[src/core/crc_defs.svh]
// Purpose: Offsets, field positions, reset values and generator constants of the CRC engine.
// Assumes: Included by bare name in each design file that needs it.
// Notes: Definitions only.
`ifndef CRC_DEFS_SVH
`define CRC_DEFS_SVH

// ==========================================================================
// Register offsets.
`define CRC_OFS_MODE 12'h000
`define CRC_OFS_SEED 12'h004
`define CRC_OFS_SUM 12'h008
`define CRC_OFS_DATA 12'h00C

// ==========================================================================
// Mode register fields.
`define CRC_MODE_POLY_LSB 0
`define CRC_MODE_POLY_MSB 1
`define CRC_MODE_REV_IN 2
`define CRC_MODE_INV_IN 3
`define CRC_MODE_REV_SUM 4
`define CRC_MODE_INV_SUM 5
`define CRC_MODE_W 6

// ==========================================================================
// Reset values.
`define CRC_MODE_RST 6'h00
`define CRC_SUM_RST 32'h0000FFFF
`define CRC_PRDATA_RST 32'h00000000

// ==========================================================================
// Generator polynomials, top term implied.
`define CRC_POLY_CCITT 32'h00001021
`define CRC_POLY_16 32'h00008005
`define CRC_POLY_32 32'h04C11DB7

`endif

[src/core/crc_pkg.sv]
// Purpose: Types shared by the CRC engine files.
// Assumes: Nothing.
// Notes: Constants live in crc_defs.svh.
package crc_pkg;

  // ==========================================================================
  // Polynomial selection.
  typedef enum logic [1:0] {
    POLY_CCITT = 2'b00,
    POLY_CRC16 = 2'b01,
    POLY_CRC32 = 2'b10
  } poly_t;

  // ==========================================================================
  // Register select after address decode.
  typedef enum logic [2:0] {
    SEL_MODE = 3'b000,
    SEL_SEED = 3'b001,
    SEL_SUM = 3'b010,
    SEL_DATA = 3'b011,
    SEL_NONE = 3'b100
  } reg_sel_t;

  typedef logic [31:0] word_t;

endpackage
[src/core/crc_byte_step.sv]
// Purpose: Folds one byte into the running checksum, most significant bit first.
// Assumes: Sixteen-bit checksums live in the low half of the word.
// Notes: Purely combinational.
`timescale 1ns/100ps
`include "crc_defs.svh"
module crc_byte_step (
  // Running value and input byte.
  input wire crc_pkg::word_t crc_i,
  input wire logic [7:0] byte_i,
  input wire crc_pkg::poly_t poly_i,
  // Updated value.
  output crc_pkg::word_t crc_o
);
  import crc_pkg::*;

  // ==========================================================================
  // Eight shift steps of the selected generator.
  function automatic word_t step8(input word_t c, input logic [7:0] d, input poly_t p);
    word_t gen;
    word_t r;
    logic wide;
    logic fb;
    gen = (p == POLY_CRC32) ? `CRC_POLY_32 : ((p == POLY_CRC16) ? `CRC_POLY_16 : `CRC_POLY_CCITT);
    wide = (p == POLY_CRC32);
    r = c;
    for (int i = 7; i >= 0; i--) begin
      fb = (wide ? r[31] : r[15]) ^ d[i];
      r = {r[30:0], 1'b0};
      if (fb) begin
        r = r ^ gen;
      end
    end
    if (!wide) begin
      r[31:16] = 16'h0000;
    end
    return r;
  endfunction

  assign crc_o = step8(crc_i, byte_i, poly_i);

endmodule

[src/core/crc_engine.sv]
// Purpose: Programmable CRC engine with an APB register port.
// Assumes: APB4 master; PSTRB gives the width of a data write.
// Notes: One wait state per access, more while bytes are pending.
`timescale 1ns/100ps
`include "crc_defs.svh"
module crc_engine (
  // Clock and reset.
  input wire logic CLK_I,
  input wire logic RST_N_I,
  // APB slave.
  input wire logic PSEL_I,
  input wire logic PENABLE_I,
  input wire logic PWRITE_I,
  input wire logic [11:0] PADDR_I,
  input wire crc_pkg::word_t PWDATA_I,
  input wire logic [3:0] PSTRB_I,
  output crc_pkg::word_t PRDATA_O,
  output logic PREADY_O,
  output logic PSLVERR_O,
  // Status.
  output logic BUSY_O
);
  import crc_pkg::*;

  // ==========================================================================
  // Helper functions.
  function automatic word_t rev32(input word_t v);
    word_t r;
    for (int i = 0; i < 32; i++) begin
      r[i] = v[31-i];
    end
    return r;
  endfunction

  function automatic logic [7:0] rev8(input logic [7:0] v);
    logic [7:0] r;
    for (int i = 0; i < 8; i++) begin
      r[i] = v[7-i];
    end
    return r;
  endfunction

  function automatic reg_sel_t decode(input logic [11:0] a);
    reg_sel_t s;
    if (a == `CRC_OFS_MODE) begin
      s = SEL_MODE;
    end else if (a == `CRC_OFS_SEED) begin
      s = SEL_SEED;
    end else if (a == `CRC_OFS_SUM) begin
      s = SEL_SUM;
    end else if (a == `CRC_OFS_DATA) begin
      s = SEL_DATA;
    end else begin
      s = SEL_NONE;
    end
    return s;
  endfunction

  // ==========================================================================
  // Declarations.
  logic [`CRC_MODE_W-1:0] mode_reg;
  word_t crc_reg;
  word_t crc_next;
  word_t prdata_reg;
  logic ack_reg;
  logic pslverr_reg;
  reg_sel_t sel;
  poly_t poly;
  logic rev_in;
  logic inv_in;
  logic rev_sum;
  logic inv_sum;
  logic wide;
  logic access;
  logic done;
  logic wr_ok;
  logic err;
  logic load;
  logic busy;
  logic step;
  logic [7:0] q_byte;
  logic [7:0] in_byte;
  word_t sum_out;
  word_t sum_rev;
  word_t rd_value;

  // ==========================================================================
  // Mode fields.
  assign poly = poly_t'(mode_reg[`CRC_MODE_POLY_MSB:`CRC_MODE_POLY_LSB]);
  assign rev_in = mode_reg[`CRC_MODE_REV_IN];
  assign inv_in = mode_reg[`CRC_MODE_INV_IN];
  assign rev_sum = mode_reg[`CRC_MODE_REV_SUM];
  assign inv_sum = mode_reg[`CRC_MODE_INV_SUM];
  assign wide = (poly == POLY_CRC32);

  // ==========================================================================
  // Bus phase decode.
  assign sel = decode(PADDR_I);
  assign access = PSEL_I & PENABLE_I;
  assign done = access & ack_reg;
  assign err = (sel == SEL_NONE) | (PWRITE_I & (sel == SEL_SUM));
  assign wr_ok = done & PWRITE_I & ~pslverr_reg;
  assign load = wr_ok & (sel == SEL_DATA) & (|PSTRB_I);

  // ==========================================================================
  // Pending byte lanes of a data write.
  crc_lane_queue #(
    .LANES(4)
  ) u_queue (
    .clk_i(CLK_I),
    .rst_n_i(RST_N_I),
    .load_i(load),
    .data_i(PWDATA_I),
    .strb_i(PSTRB_I),
    .byte_o(q_byte),
    .step_o(step),
    .busy_o(busy)
  );

  // ==========================================================================
  // Input byte transform and checksum step.
  always_comb begin
    in_byte = rev_in ? rev8(q_byte) : q_byte;
    if (inv_in) begin
      in_byte = ~in_byte;
    end
  end

  crc_byte_step u_step (
    .crc_i(crc_reg),
    .byte_i(in_byte),
    .poly_i(poly),
    .crc_o(crc_next)
  );

  // ==========================================================================
  // Result transform.
  assign sum_rev = rev32(crc_reg);

  always_comb begin
    sum_out = crc_reg;
    if (rev_sum) begin
      sum_out = wide ? sum_rev : {16'h0000, sum_rev[31:16]};
    end
    if (inv_sum) begin
      sum_out = ~sum_out;
    end
    if (!wide) begin
      sum_out[31:16] = 16'h0000;
    end
  end

  always_comb begin
    rd_value = 32'h00000000;
    if (sel == SEL_MODE) begin
      rd_value = {26'h0000000, mode_reg};
    end else if (sel == SEL_SUM) begin
      rd_value = sum_out;
    end
  end

  // ==========================================================================
  // Access acknowledge: waits while bytes are pending.
  always_ff @(posedge CLK_I) begin
    if (!RST_N_I) begin
      ack_reg <= 1'b0;
    end else begin
      ack_reg <= access & ~ack_reg & ~busy;
    end
  end

  always_ff @(posedge CLK_I) begin
    if (!RST_N_I) begin
      prdata_reg <= `CRC_PRDATA_RST;
      pslverr_reg <= 1'b0;
    end else if (access & ~ack_reg & ~busy) begin
      prdata_reg <= PWRITE_I ? `CRC_PRDATA_RST : rd_value;
      pslverr_reg <= err;
    end else if (ack_reg) begin
      pslverr_reg <= 1'b0;
    end
  end

  assign PREADY_O = ack_reg;
  assign PRDATA_O = prdata_reg;
  assign PSLVERR_O = pslverr_reg;
  assign BUSY_O = busy;

  // ==========================================================================
  // Mode register.
  always_ff @(posedge CLK_I) begin
    if (!RST_N_I) begin
      mode_reg <= `CRC_MODE_RST;
    end else if (wr_ok & (sel == SEL_MODE) & PSTRB_I[0]) begin
      mode_reg <= PWDATA_I[`CRC_MODE_W-1:0];
    end
  end

  // ==========================================================================
  // Running checksum.
  always_ff @(posedge CLK_I) begin
    if (!RST_N_I) begin
      crc_reg <= `CRC_SUM_RST;
    end else if (wr_ok & (sel == SEL_SEED)) begin
      crc_reg <= wide ? PWDATA_I : {16'h0000, PWDATA_I[15:0]};
    end else if (step) begin
      crc_reg <= crc_next;
    end
  end

  // ==========================================================================
  // Assertions.
  property p_ccitt;
    @(posedge CLK_I) disable iff (!RST_N_I)
      step && poly == POLY_CCITT && crc_reg == 32'h00000000 && in_byte == 8'h01
      |=> crc_reg == 32'h00001021;
  endproperty
  a_ccitt: assert property (p_ccitt) else $error("CCITT step result wrong.");

  property p_crc16;
    @(posedge CLK_I) disable iff (!RST_N_I)
      step && poly == POLY_CRC16 && crc_reg == 32'h00000000 && in_byte == 8'h01
      |=> crc_reg == 32'h00008005;
  endproperty
  a_crc16: assert property (p_crc16) else $error("CRC-16 step result wrong.");

  property p_crc32;
    @(posedge CLK_I) disable iff (!RST_N_I)
      step && poly == POLY_CRC32 && crc_reg == 32'h00000000 && in_byte == 8'h01
      |=> crc_reg == 32'h04C11DB7;
  endproperty
  a_crc32: assert property (p_crc32) else $error("CRC-32 step result wrong.");

  property p_inv_in;
    @(posedge CLK_I) disable iff (!RST_N_I)
      step && inv_in && !rev_in && poly == POLY_CCITT && crc_reg == 32'h00000000 && q_byte == 8'hFE
      |=> crc_reg == 32'h00001021;
  endproperty
  a_inv_in: assert property (p_inv_in) else $error("Input complement not applied.");

  property p_inv_sum;
    @(posedge CLK_I) disable iff (!RST_N_I)
      PREADY_O && !PWRITE_I && sel == SEL_SUM && inv_sum && !rev_sum && wide
      |-> PRDATA_O == ~crc_reg;
  endproperty
  a_inv_sum: assert property (p_inv_sum) else $error("Result complement not applied.");

  property p_byte1;
    @(posedge CLK_I) disable iff (!RST_N_I)
      load && PSTRB_I == 4'h1 |=> step ##1 !busy;
  endproperty
  a_byte1: assert property (p_byte1) else $error("Byte write not one cycle.");

  property p_half;
    @(posedge CLK_I) disable iff (!RST_N_I)
      load && PSTRB_I == 4'h3 |=> step [*2] ##1 !busy;
  endproperty
  a_half: assert property (p_half) else $error("Halfword write not two cycles.");

  property p_word;
    @(posedge CLK_I) disable iff (!RST_N_I)
      load && PSTRB_I == 4'hF |=> step [*4] ##1 !busy;
  endproperty
  a_word: assert property (p_word) else $error("Word write not four cycles.");

  property p_back2back;
    @(posedge CLK_I) disable iff (!RST_N_I)
      access && busy |-> !PREADY_O ##[1:5] PREADY_O;
  endproperty
  a_back2back: assert property (p_back2back) else $error("Pending access not completed.");

  property p_seed;
    @(posedge CLK_I) disable iff (!RST_N_I)
      wr_ok && sel == SEL_SEED && wide |=> crc_reg == $past(PWDATA_I) && !busy;
  endproperty
  a_seed: assert property (p_seed) else $error("Seed not loaded.");

  property p_sum_read;
    @(posedge CLK_I) disable iff (!RST_N_I)
      PREADY_O && !PWRITE_I && sel == SEL_SUM && !PSLVERR_O |-> !busy && PRDATA_O == sum_out;
  endproperty
  a_sum_read: assert property (p_sum_read) else $error("Sum read wrong or early.");

endmodule

[src/core/crc_lane_queue.sv]
// Purpose: Holds the byte lanes of one data write and releases them one per cycle.
// Assumes: A load only arrives while the queue is empty.
// Notes: Lanes go out lowest first; a disabled lane below the highest enabled one still takes its cycle.
`timescale 1ns/100ps
module crc_lane_queue #(
  parameter int LANES = 4
) (
  // Clock and reset.
  input wire logic clk_i,
  input wire logic rst_n_i,
  // Load side.
  input wire logic load_i,
  input wire logic [8*LANES-1:0] data_i,
  input wire logic [LANES-1:0] strb_i,
  // Drain side.
  output logic [7:0] byte_o,
  output logic step_o,
  output logic busy_o
);

  // ==========================================================================
  // Elaboration check.
  if (LANES < 2 || LANES > 8) begin : g_lanes_chk
    $error("crc_lane_queue: LANES must lie between 2 and 8.");
  end

  logic [8*LANES-1:0] data_reg;
  logic [LANES-1:0] strb_reg;

  // ==========================================================================
  // Shift register of pending lanes.
  always_ff @(posedge clk_i) begin
    if (!rst_n_i) begin
      data_reg <= '0;
      strb_reg <= '0;
    end else if (load_i) begin
      data_reg <= data_i;
      strb_reg <= strb_i;
    end else if (busy_o) begin
      data_reg <= {8'h00, data_reg[8*LANES-1:8]};
      strb_reg <= {1'b0, strb_reg[LANES-1:1]};
    end
  end

  assign byte_o = data_reg[7:0];
  assign step_o = strb_reg[0];
  assign busy_o = |strb_reg;

endmodule

[config.mk]
export PLATFORM = sky130hd
export DESIGN_NAME = crc_engine
export DESIGN_NICKNAME = d
export VERILOG_FILES = /design/src/core/crc_pkg.sv /design/src/core/crc_byte_step.sv /design/src/core/crc_engine.sv /design/src/core/crc_lane_queue.sv
export VERILOG_INCLUDE_DIRS = /design/src /design/src/core
export SDC_FILE = /design/constraint.sdc
export NUM_CORES = 1
export LEC_CHECK = 0
export BUFFER_PORTS_ARGS = -buffer_cell sky130_fd_sc_hd__buf_2
export CORE_MARGIN = 8
export CORE_UTILIZATION = 58
export DETAILED_ROUTE_END_ITERATION = 7
export PLACE_DENSITY = 0.81
export SLEW_MARGIN = 20
export SYNTH_ARGS = -nofsm -noshare
export SYNTH_HDL_FRONTEND = slang
export SYNTH_SLANG_ARGS = --single-unit
export TNS_END_PERCENT = 50
[constraint.sdc]
create_clock -name CLK_I -period 5.3 [get_ports CLK_I]
set_input_delay 1.06 -clock CLK_I [delete_from_list [all_inputs] [get_ports CLK_I]]
set_output_delay 1.06 -clock CLK_I [all_outputs]
set_load 0.03 [all_outputs]
==> reports/results.tsv, run 1 <==
stage	metric	value	unit
clock_network	clk_path_buf_depth	2	
route	drt_iter0_markers	926	
synthesis	yosysTopAreaCell	dfxtp_1	
outcome	status	complete, no violations	
layout	syn2layout_area_growth	12.98	%
clock_network	h-tree-depth	3	
pwr	p_total	1.645	mW
global_route	first_global_vias	6707	
timing	hold_violations	0	
setup_path	critPathCaptureType	flop	
timing	worst_pin_slew	1.077	ns
pwr	p_switching	377.4	uW
pwr	cellPowerDensity	193.7	nW/um2
layout	final_nets	1045	
placed_design	globalplace.congestion	1.044	
route	vias_per_cell	6.296	
clock_network	cts_made_buffers	9	
layout	instances_no_fill	1157	
die	fp.dieArea	16860	um2
timing	fin_crit_sh	94.60	%
route	wl_per_cell	20.30	um
timing	drv_slew	0	
die	die_y	129.8	um
synthesis	synthTopCellsByArea	dfxtp_1 (29%), xnor2_1 (11%), mux2i_1 (10%), nor2_1 (7.3%), xor2_1 (5.0%)	
pwr	power_frac_seq	49.4	%
clock_network	cts_root_buffer	clkbuf_16	
layout	design_area	8492	um2
clock_network	cts_setup_buffers	0	
placed_design	dp.cells	1141	
timing	relSlewSlack	28.18	%
clock_network	tritoncts	built	
synthesis	async_flop_share	0	%
global_route	grt_max_degree	62	
pwr	comb_power_share	3.6	%
timing	fin_skew	0.01279	ns
die	die_w	129.8	um
pwr	ir_drop	0.1473	mV
die	coreArea	12620	um2
synthesis	syn_inst	925	
placed_design	pre_cts_ws	0.2963	ns
layout	drive_gt1_share	15.94	%
placed_design	placed_area	8139	um2
timing	fmax	199.4	MHz
clock_network	insertion_delay	0.37	ns
layout	diodes	0	
setup_path	cp-start-kind	flop	
clock_network	clkSlewWorstSetupHoldPaths	0.08	ns
synthesis	yosysUniqueCellTypes	75	
global_route	antenna_found_initial	0	
timing	setup_ws	0.2860	ns
timing	fin_crit	5.014	ns
synthesis	dominantRegCellSynth	dfxtp_1	
synthesis	seq_area_frac_synth	28.77	%
setup_path	worstSetupPathType	reg2reg	
pwr	clock_power_share	47.0	%
timing	finalSetupViolCount	0	
die	start_util	59.56	%
timing	rsz0062_at_grt	false	
pwr	leakagePower	3.133	nW
pwr	switching_share	22.94	%
route	vias	7285	
setup_path	worstPathArrival	5.31	ns
clock_network	cts_hold_buf	0	
die	rows	41	
route	firstDrtPassIters	5	
synthesis	synth_top_cell_area_share	28.77	%
placed_design	place.port_buffers	87	
global_route	track_usage	28.06	%
synthesis	yosysWarningCount	0	
synthesis	avgSynthCellArea	8.125	um2
synthesis	synth_edf_count	0	
die	pin_count	88	
synthesis	synth_area	7516	um2
pwr	p_int	1.268	mW
placed_design	hpwl	17360	um
clock_network	clock-sinks	108	
setup_path	cp_max_fo	9	
global_route	grt_pass1_wl	36400	um
hold_path	hold_class	reg2reg	
route	route.detailed.drc	0	
route	wirelength	23490	um
setup_path	crit_required	5.59	ns
clock_network	ctsResizeCount	0	
timing	setup_tns	0	ns
global_route	globalRoute.totalOverflow	0	
layout	final_util	67.29	%
route	ant_nets	0	
synthesis	synth_seq_cells	108	
timing	timing.hold.ws	0.4695	ns
synthesis	syn_nets	990	
job	max_cap_violations	0	
-- cells by family after synthesis --
logic type,synth area share (%)
AOI/OAI and AO/OA,18.86
and+or+nand+nor,17.75
xor gates and xnor gates,17.63
muxes,10.75
DFF,28.77
adders and majority gates,1.998
buffers and inverters,4.245
-- worst max-delay path, cell delays in order (launching register included) --
cell	delay, ns
dfxtp_2	0.46
mux2i_4	0.30
xnor2_1	0.16
a2111o_1	0.47
o2111a_1	0.18
nand4_1	0.15
nand4_2	0.19
or4_1	0.55
o2111ai_1	0.14
o311ai_2	0.19
a32o_1	0.29
a311o_1	0.47
buf_4	0.25
xor2_1	0.36
xnor2_1	0.17
and3_1	0.22
o311a_1	0.27
o21ai_0	0.13
-- final cells by class --
class                      count  area, um2
clock buffer                  10      239.0
clock inverter                 6      105.1
fill                        1097       4128
inverter                       8      30.03
multi-input combinational    735       5069
sequential                   108       2166
tap                          172      215.2
timing repair buffer         118      668.1
-- cells in the mapped netlist, types with 11 or more instances --
cell and count:
a211oi_1 35, a22oi_1 43, clkbuf_1 57, xnor2_1 96
mux2i_1 76, nor2_1 146, nand3_1 17, nor3_1 11
buf_1 13, xor2_1 43, a21oi_1 40, ha_1 12
dfxtp_1 108, nand2_1 61, o21ai_0 34
-- per-layer routing --
layer	up-vias	wire (um)	GRT usage (%)
li1	3392	-	-
met1	3458	9676	36.21
met2	363	10420	42.76
met3	72	2273	6.854
met4	0	1113	14.34
met5	-	0	0
-- cells in the final DEF (no fill, tap or decap), types with 4 or more instances in the layout --
master / netlist / final
a211oi_1: 35 / 35
a21oi_1: 40 / 40
a22oi_1: 43 / 43
a31oi_1: 7 / 7
and2_1: 4 / 4
and3_1: 8 / 8
buf_2: 2 / 87
buf_4: 0 / 31
clkbuf_16: 0 / 9
dfxtp_1: 108 / 105
ha_1: 12 / 11
inv_1: 6 / 6
mux2i_1: 76 / 76
nand2_1: 61 / 61
nand3_1: 17 / 16
nand3b_1: 4 / 4
nand4_1: 6 / 6
nor2_1: 146 / 146
nor2b_1: 6 / 6
nor3_1: 11 / 10
nor4_1: 7 / 6
o211ai_1: 4 / 4
o21ai_0: 34 / 34
or3_1: 8 / 8
or4_1: 6 / 6
xnor2_1: 96 / 95
xor2_1: 43 / 43
-- power by group through the flow --
stage / registers, mW / clock network (mW) / logic, mW
floorplan: 0.833 / 0 / 0.0199
global placement: 0.831 / 0 / 0.0576
detailed placement: 0.831 / 0 / 0.0579
CTS: 0.812 / 0.781 / 0.0581
global route: 0.812 / 0.809 / 0.0631
finish: 0.812 / 0.774 / 0.0592
-- final timing paths --
path	startpoint	end	slack (ns)	cells after the start
max reg2reg	mode_reg[2]	crc_reg[8]	0.29	17
min	u_queue.data_reg[27]	u_queue.data_reg[27]	0.47	2
min reg2reg	u_queue.data_reg[27]	u_queue.data_reg[27]	0.47	2
max	mode_reg[2]	crc_reg[8]	0.29	17
Power figures use the tool's default switching activity.
==> run 2, diff against run 1 <==
- PLACE_DENSITY: 0.81 -> not set
- PLACE_DENSITY_LB_ADDON: not set -> 0.05
==> reports/results.tsv, run 2 (synthesized netlist as in run 1, its figures left out) <==
stage	metric	value	unit	change
layout	diodes	0		unchanged
route	wl_per_cell	21.92	um	+8.0%
global_route	globalRoute.totalOverflow	0		unchanged
pwr	clock_power_share	43.8	%	-3.2 points
timing	rsz0062_at_grt	false		
die	rows	41		unchanged
die	start_util	59.56	%	unchanged
clock_network	h-tree-depth	3		unchanged
global_route	grt_max_degree	60		-3.2%
route	drt_iter0_markers	752		-19%
hold_path	min_from	u_queue.data_reg[29]		
setup_path	max_stage_delay	0.58	ns	+0.03 ns
pwr	power_frac_seq	52.3	%	+2.9 points
layout	drive_gt1_share	15.87	%	-0.069 points
outcome	status	complete, no violations		
pwr	switching_share	24.45	%	+1.5 points
clock_network	clkSlewWorstSetupHoldPaths	0.08	ns	about the same
route	route.detailed.drc	0		unchanged
timing	setup_tns	0	ns	unchanged
setup_path	r2r-end	crc_reg[8]		
die	die_w	129.8	um	unchanged
placed_design	hpwl	18880	um	+8.7%
layout	fillers	1130		+3.0%
timing	fin_crit_sh	93.72	%	-0.89 points
clock_network	cts_hold_buf	0		unchanged
setup_path	crit_buf_inv	1		unchanged
timing	drv_slew	0		unchanged
route	wirelength	25320	um	+7.8%
global_route	track_usage	30.34	%	+2.3 points
route	vias	7231		-0.74%
setup_path	worstPathArrival	5.25	ns	-0.06 ns
timing	fin_crit	4.967	ns	-0.04709 ns
setup_path	crit_required	5.59	ns	about the same
layout	final_nets	1043		-0.19%
timing	timing.hold.ws	0.4718	ns	+0.002300 ns
die	coreArea	12620	um2	unchanged
setup_path	cpLargestDelayFamily	compound AO/OA/AOI/OAI gates		
setup_path	cp-start-kind	flop		
layout	final_common_cell	nor2_1		
route	ant_nets	0		unchanged
layout	syn2layout_area_growth	12.02	%	
layout	final_cell_mix	nor2_1 (146), dfxtp_1 (105), xnor2_1 (95)		
placed_design	pre_cts_ws	0.2557	ns	-0.04051 ns
global_route	grt_use_met3	4.202	%	-2.7 points
clock_network	tritoncts	built		
clock_network	insertion_delay	0.36	ns	about the same
placed_design	placed_area	8124	um2	-0.18%
hold_path	holdPathStages	2		unchanged
timing	finalSetupViolCount	0		unchanged
global_route	top_usage_layer	met2		
global_route	first_global_vias	6903		+2.9%
setup_path	path_common_cell	xnor2_1		
placed_design	globalplace.congestion	1.043		-0.13%
clock_network	cts_root_buffer	clkbuf_16		
job	max_cap_violations	0		unchanged
clock_network	clk_path_buf_depth	2		unchanged
clock_network	clock-sinks	108		unchanged
hold_path	hold_class	reg2reg		
route	firstDrtPassIters	5		unchanged
layout	design_area	8419	um2	-0.85%
timing	worst_pin_slew	1.042	ns	-0.03503 ns
global_route	antenna_found_initial	0		unchanged
placed_design	place.port_buffers	87		unchanged
setup_path	r2r_cells	17		unchanged
timing	relSlewSlack	30.42	%	+2.2 points
setup_path	crit_start	mode_reg[2]		
clock_network	cts_made_buffers	9		unchanged
pwr	p_switching	379.5	uW	+0.54%
global_route	grt_pass1_wl	39170	um	+7.6%
die	pin_count	88		unchanged
setup_path	r2r-start	mode_reg[2]		
route	vias_per_cell	6.261		-0.57%
pwr	leakagePower	3.102	nW	-0.99%
global_route	use_met2	49.86	%	+7.1 points
timing	fmax	201.3	MHz	+0.95%
hold_path	hold_end	u_queue.data_reg[29]		
setup_path	worstSetupPathType	reg2reg		
timing	hold_violations	0		unchanged
timing	setup_ws	0.3331	ns	+0.04709 ns
timing	fin_skew	0.006637	ns	-0.006151 ns
pwr	p_int	1.173	mW	-7.5%
die	fp.dieArea	16860	um2	unchanged
die	die_y	129.8	um	unchanged
pwr	ir_drop	0.1606	mV	+9.0%
pwr	cellPowerDensity	184.3	nW/um2	-4.8%
setup_path	r2r_slack	0.33	ns	+0.05 ns
global_route	met1_usage	39.58	%	+3.4 points
setup_path	worst_path_max_delay_cell	or4_1		
setup_path	cp_max_fo	8		-1
setup_path	critPathCaptureType	flop		
setup_path	path_cells	mux2i_4 -> xnor2_1 -> a2111o_1 -> o2111a_1 -> nand4_1 -> nand4_2 -> or4_1 -> o2111ai_1 -> o311ai_2 -> a32o_1 -> a311o_2 -> buf_4 -> xor2_1 -> xnor2_1 -> and3_1 -> o311a_1 -> o21ai_0		
pwr	comb_power_share	3.9	%	+0.3 points
[run 2: final cells by class]
cell class | count | area [um2] | share of cell area (%)
clock inverter | 6 | 53.80 | 0.6390
clock buffer | 10 | 239.0 | 2.838
inverter | 8 | 30.03 | 0.3567
timing repair buffer | 116 | 653.1 | 7.757
sequential | 108 | 2166 | 25.72
multi-input combinational | 735 | 5062 | 60.13
tap | 172 | 215.2 | 2.556
[run 2: how the worst max path moves through the flow]
stage	slack, ns	to	cells after the start
finish	0.33	crc_reg[8]	17
global route	0.16	crc_reg[16]	16
CTS	0.21	crc_reg[8]	17
detailed placement	0.26	crc_reg[8]	17
global placement	0.39	crc_reg[8]	17
floorplan	0.61	crc_reg[5]	15
[run 2: repair_timing]
action	in CTS	in global routing
resized for setup	0	2
setup endpoints to repair	0	5
setup buffers	0	0
[run 2: per-stage QoR]
step                      utilization, %  power (mW)  cells
after floorplan                        -      0.8526    925
after global placement             64.38      0.8883   1139
after detailed placement           64.38      0.8899   1139
after CTS                          66.70       1.553   1155
after global routing               66.72       1.597   1155
final                              66.72       1.552   1155
[run 2: per-layer routing]
layer	up-vias	routed length, um
met1	3441	10750
met4	0	786
met3	55	1849
li1	3384	-
met5	-	0
met2	351	11940
[run 2: power by group through the flow]
stage	registers (mW)	logic, mW	clock network, mW
2_1_floorplan	0.833	0.0199	0
3_3_place_gp	0.831	0.0573	0
3_5_place_dp	0.831	0.0589	0
4_1_cts	0.812	0.0590	0.682
5_1_grt	0.812	0.0630	0.722
6_report	0.812	0.0601	0.680
[run 2: worst min-delay path, stage by stage, from the launching register on]
cell     delay (ns)
dfxtp_1        0.31
nand3_1        0.06
a21oi_1        0.06
==> run 3, diff against run 2 <==
- CORE_UTILIZATION: 58 -> 48
==> reports/results.tsv, run 3 (synthesized netlist as in run 1, its figures left out) <==
stage	metric	value	unit	change
global_route	first_global_vias	6895		-0.12%
layout	drive_gt1_share	15.51	%	-0.36 points
timing	timing.hold.ws	0.4701	ns	-0.001730 ns
layout	syn2layout_area_growth	12.69	%	
placed_design	place.port_buffers	87		unchanged
layout	final_nets	1040		-0.29%
die	coreArea	15260	um2	+21%
hold_path	hold_class	reg2reg		
timing	drv_slew	0		unchanged
pwr	p_total	1.583	mW	+2.0%
setup_path	critPathCaptureType	flop		
die	rows	45		+9.8%
timing	relSlewSlack	29.13	%	-1.3 points
clock_network	cts_setup_buffers	0		unchanged
clock_network	tritoncts	built		
clock_network	ctsResizeCount	0		unchanged
timing	fin_skew	0.01091	ns	+0.004274 ns
timing	rsz0062_at_grt	false		
setup_path	crit_required	5.53	ns	-0.06 ns
route	vias_per_cell	5.988		-4.4%
placed_design	hpwl	19710	um	+4.4%
setup_path	cp_max_fo	17		+9
job	max_cap_violations	0		unchanged
pwr	cellPowerDensity	186.9	nW/um2	+1.4%
layout	final_cell_mix	nor2_1 (146), dfxtp_1 (106), xnor2_1 (95)		
layout	diodes	0		unchanged
global_route	grt_pass1_wl	39860	um	+1.8%
layout	fillers	1480		+31%
route	wirelength	26080	um	+3.0%
die	pin_count	88		unchanged
clock_network	cts_hold_buf	0		unchanged
setup_path	cpLargestDelayFamily	compound AO/OA/AOI/OAI gates		
global_route	track_usage	25.84	%	-4.5 points
pwr	leakagePower	3.093	nW	-0.26%
layout	final_util	55.51	%	-11 points
timing	setup_tns	0	ns	unchanged
setup_path	worstSetupPathType	reg2reg		
die	fp.dieArea	19920	um2	+18%
clock_network	cts_made_buffers	9		unchanged
clock_network	clk_path_buf_depth	2		unchanged
layout	design_area	8469	um2	+0.59%
route	ant_nets	0		unchanged
timing	fin_crit	4.969	ns	+0.001729 ns
die	die_y	141.1	um	+8.7%
die	die_w	141.1	um	+8.7%
route	wl_per_cell	21.90	um	-0.10%
pwr	ir_drop	0.2185	mV	+36%
route	vias	7132		-1.4%
layout	multi_input_area	5062	um2	unchanged
clock_network	cts_root_buffer	clkbuf_16		
global_route	antenna_found_initial	0		unchanged
clock_network	insertion_delay	0.36	ns	about the same
setup_path	crit_buf_inv	2		+1
route	route.detailed.drc	0		unchanged
timing	hold_violations	0		unchanged
setup_path	path_cells	ha_2 -> mux2i_1 -> xnor2_2 -> buf_4 -> mux2i_1 -> nor2_1 -> o21ai_0 -> o2111ai_1 -> o311ai_2 -> nand4_1 -> a311o_2 -> a211oi_4 -> xnor2_1 -> buf_4 -> o21ai_0 -> a31oi_1		
timing	fin_crit_sh	93.75	%	about the same
die	start_util	49.26	%	-10 points
global_route	grt_max_degree	62		+3.3%
clock_network	h-tree-depth	3		unchanged
placed_design	placed_area	8150	um2	+0.32%
timing	fmax	201.3	MHz	about the same
layout	ff_latch_area	2165	um2	about the same
outcome	status	complete, no violations		
timing	worst_pin_slew	1.062	ns	+0.01957 ns
setup_path	worstPathArrival	5.20	ns	-0.05 ns
route	firstDrtPassIters	5		unchanged
timing	finalSetupViolCount	0		unchanged
setup_path	max_stage_delay	0.52	ns	-0.06 ns
global_route	globalRoute.totalOverflow	0		unchanged
route	drt_iter0_markers	577		-23%
setup_path	worst_path_max_delay_cell	mux2i_1		
clock_network	clock-sinks	108		unchanged
layout	final_common_cell	nor2_1		
clock_network	clkSlewWorstSetupHoldPaths	0.09	ns	about the same
setup_path	cp-start-kind	flop		
placed_design	globalplace.congestion	0.9750		-6.5%
## run 3: worst paths after layout
check	slack (ns)	start	end	cells past startpoint
max reg2reg	0.33	mode_reg[1]	crc_reg[12]	16
min reg2reg	0.47	u_queue.data_reg[30]	u_queue.data_reg[30]	2
min	0.47	u_queue.data_reg[30]	u_queue.data_reg[30]	2
max	0.33	mode_reg[1]	crc_reg[12]	16
## run 3: where the power goes
part | switching [mW] | internal [mW] | total (mW)
Combinational | 0.0416 | 0.0188 | 0.0604
Sequential | 0.000710 | 0.811 | 0.812
Clock | 0.368 | 0.343 | 0.711
## run 3: stage by stage
step,std cells,worst slack (ns)
final,1191,0.3313
after global routing,1191,0.09525
after CTS,1191,0.2607
after detailed placement,1175,0.2982
after global placement,1175,0.4715
after floorplan,925,0.6119
## run 3: tightest hold or removal path: cells and delay by family, from the launching register on
kind	cells	cell delay, ns
flops	1	0.32
simple gates	1	0.06
compound gates	1	0.06
## run 3: routing by layer
layer | track usage, % | routed length, um
met3 | 4.929 | 1846
met5 | 0 | 0
met2 | 41.73 | 11960
met1 | 33.21 | 11400
met4 | 10.52 | 875
## run 3: cell type report
type	count	share of cell area, %
Clock inverter	7	1.078
Tap cell	211	3.117
Clock buffer	9	2.659
Timing Repair Buffer	113	7.446
Multi-Input combinational cell	735	59.77
Sequential cell	108	25.56
Inverter	8	0.3693
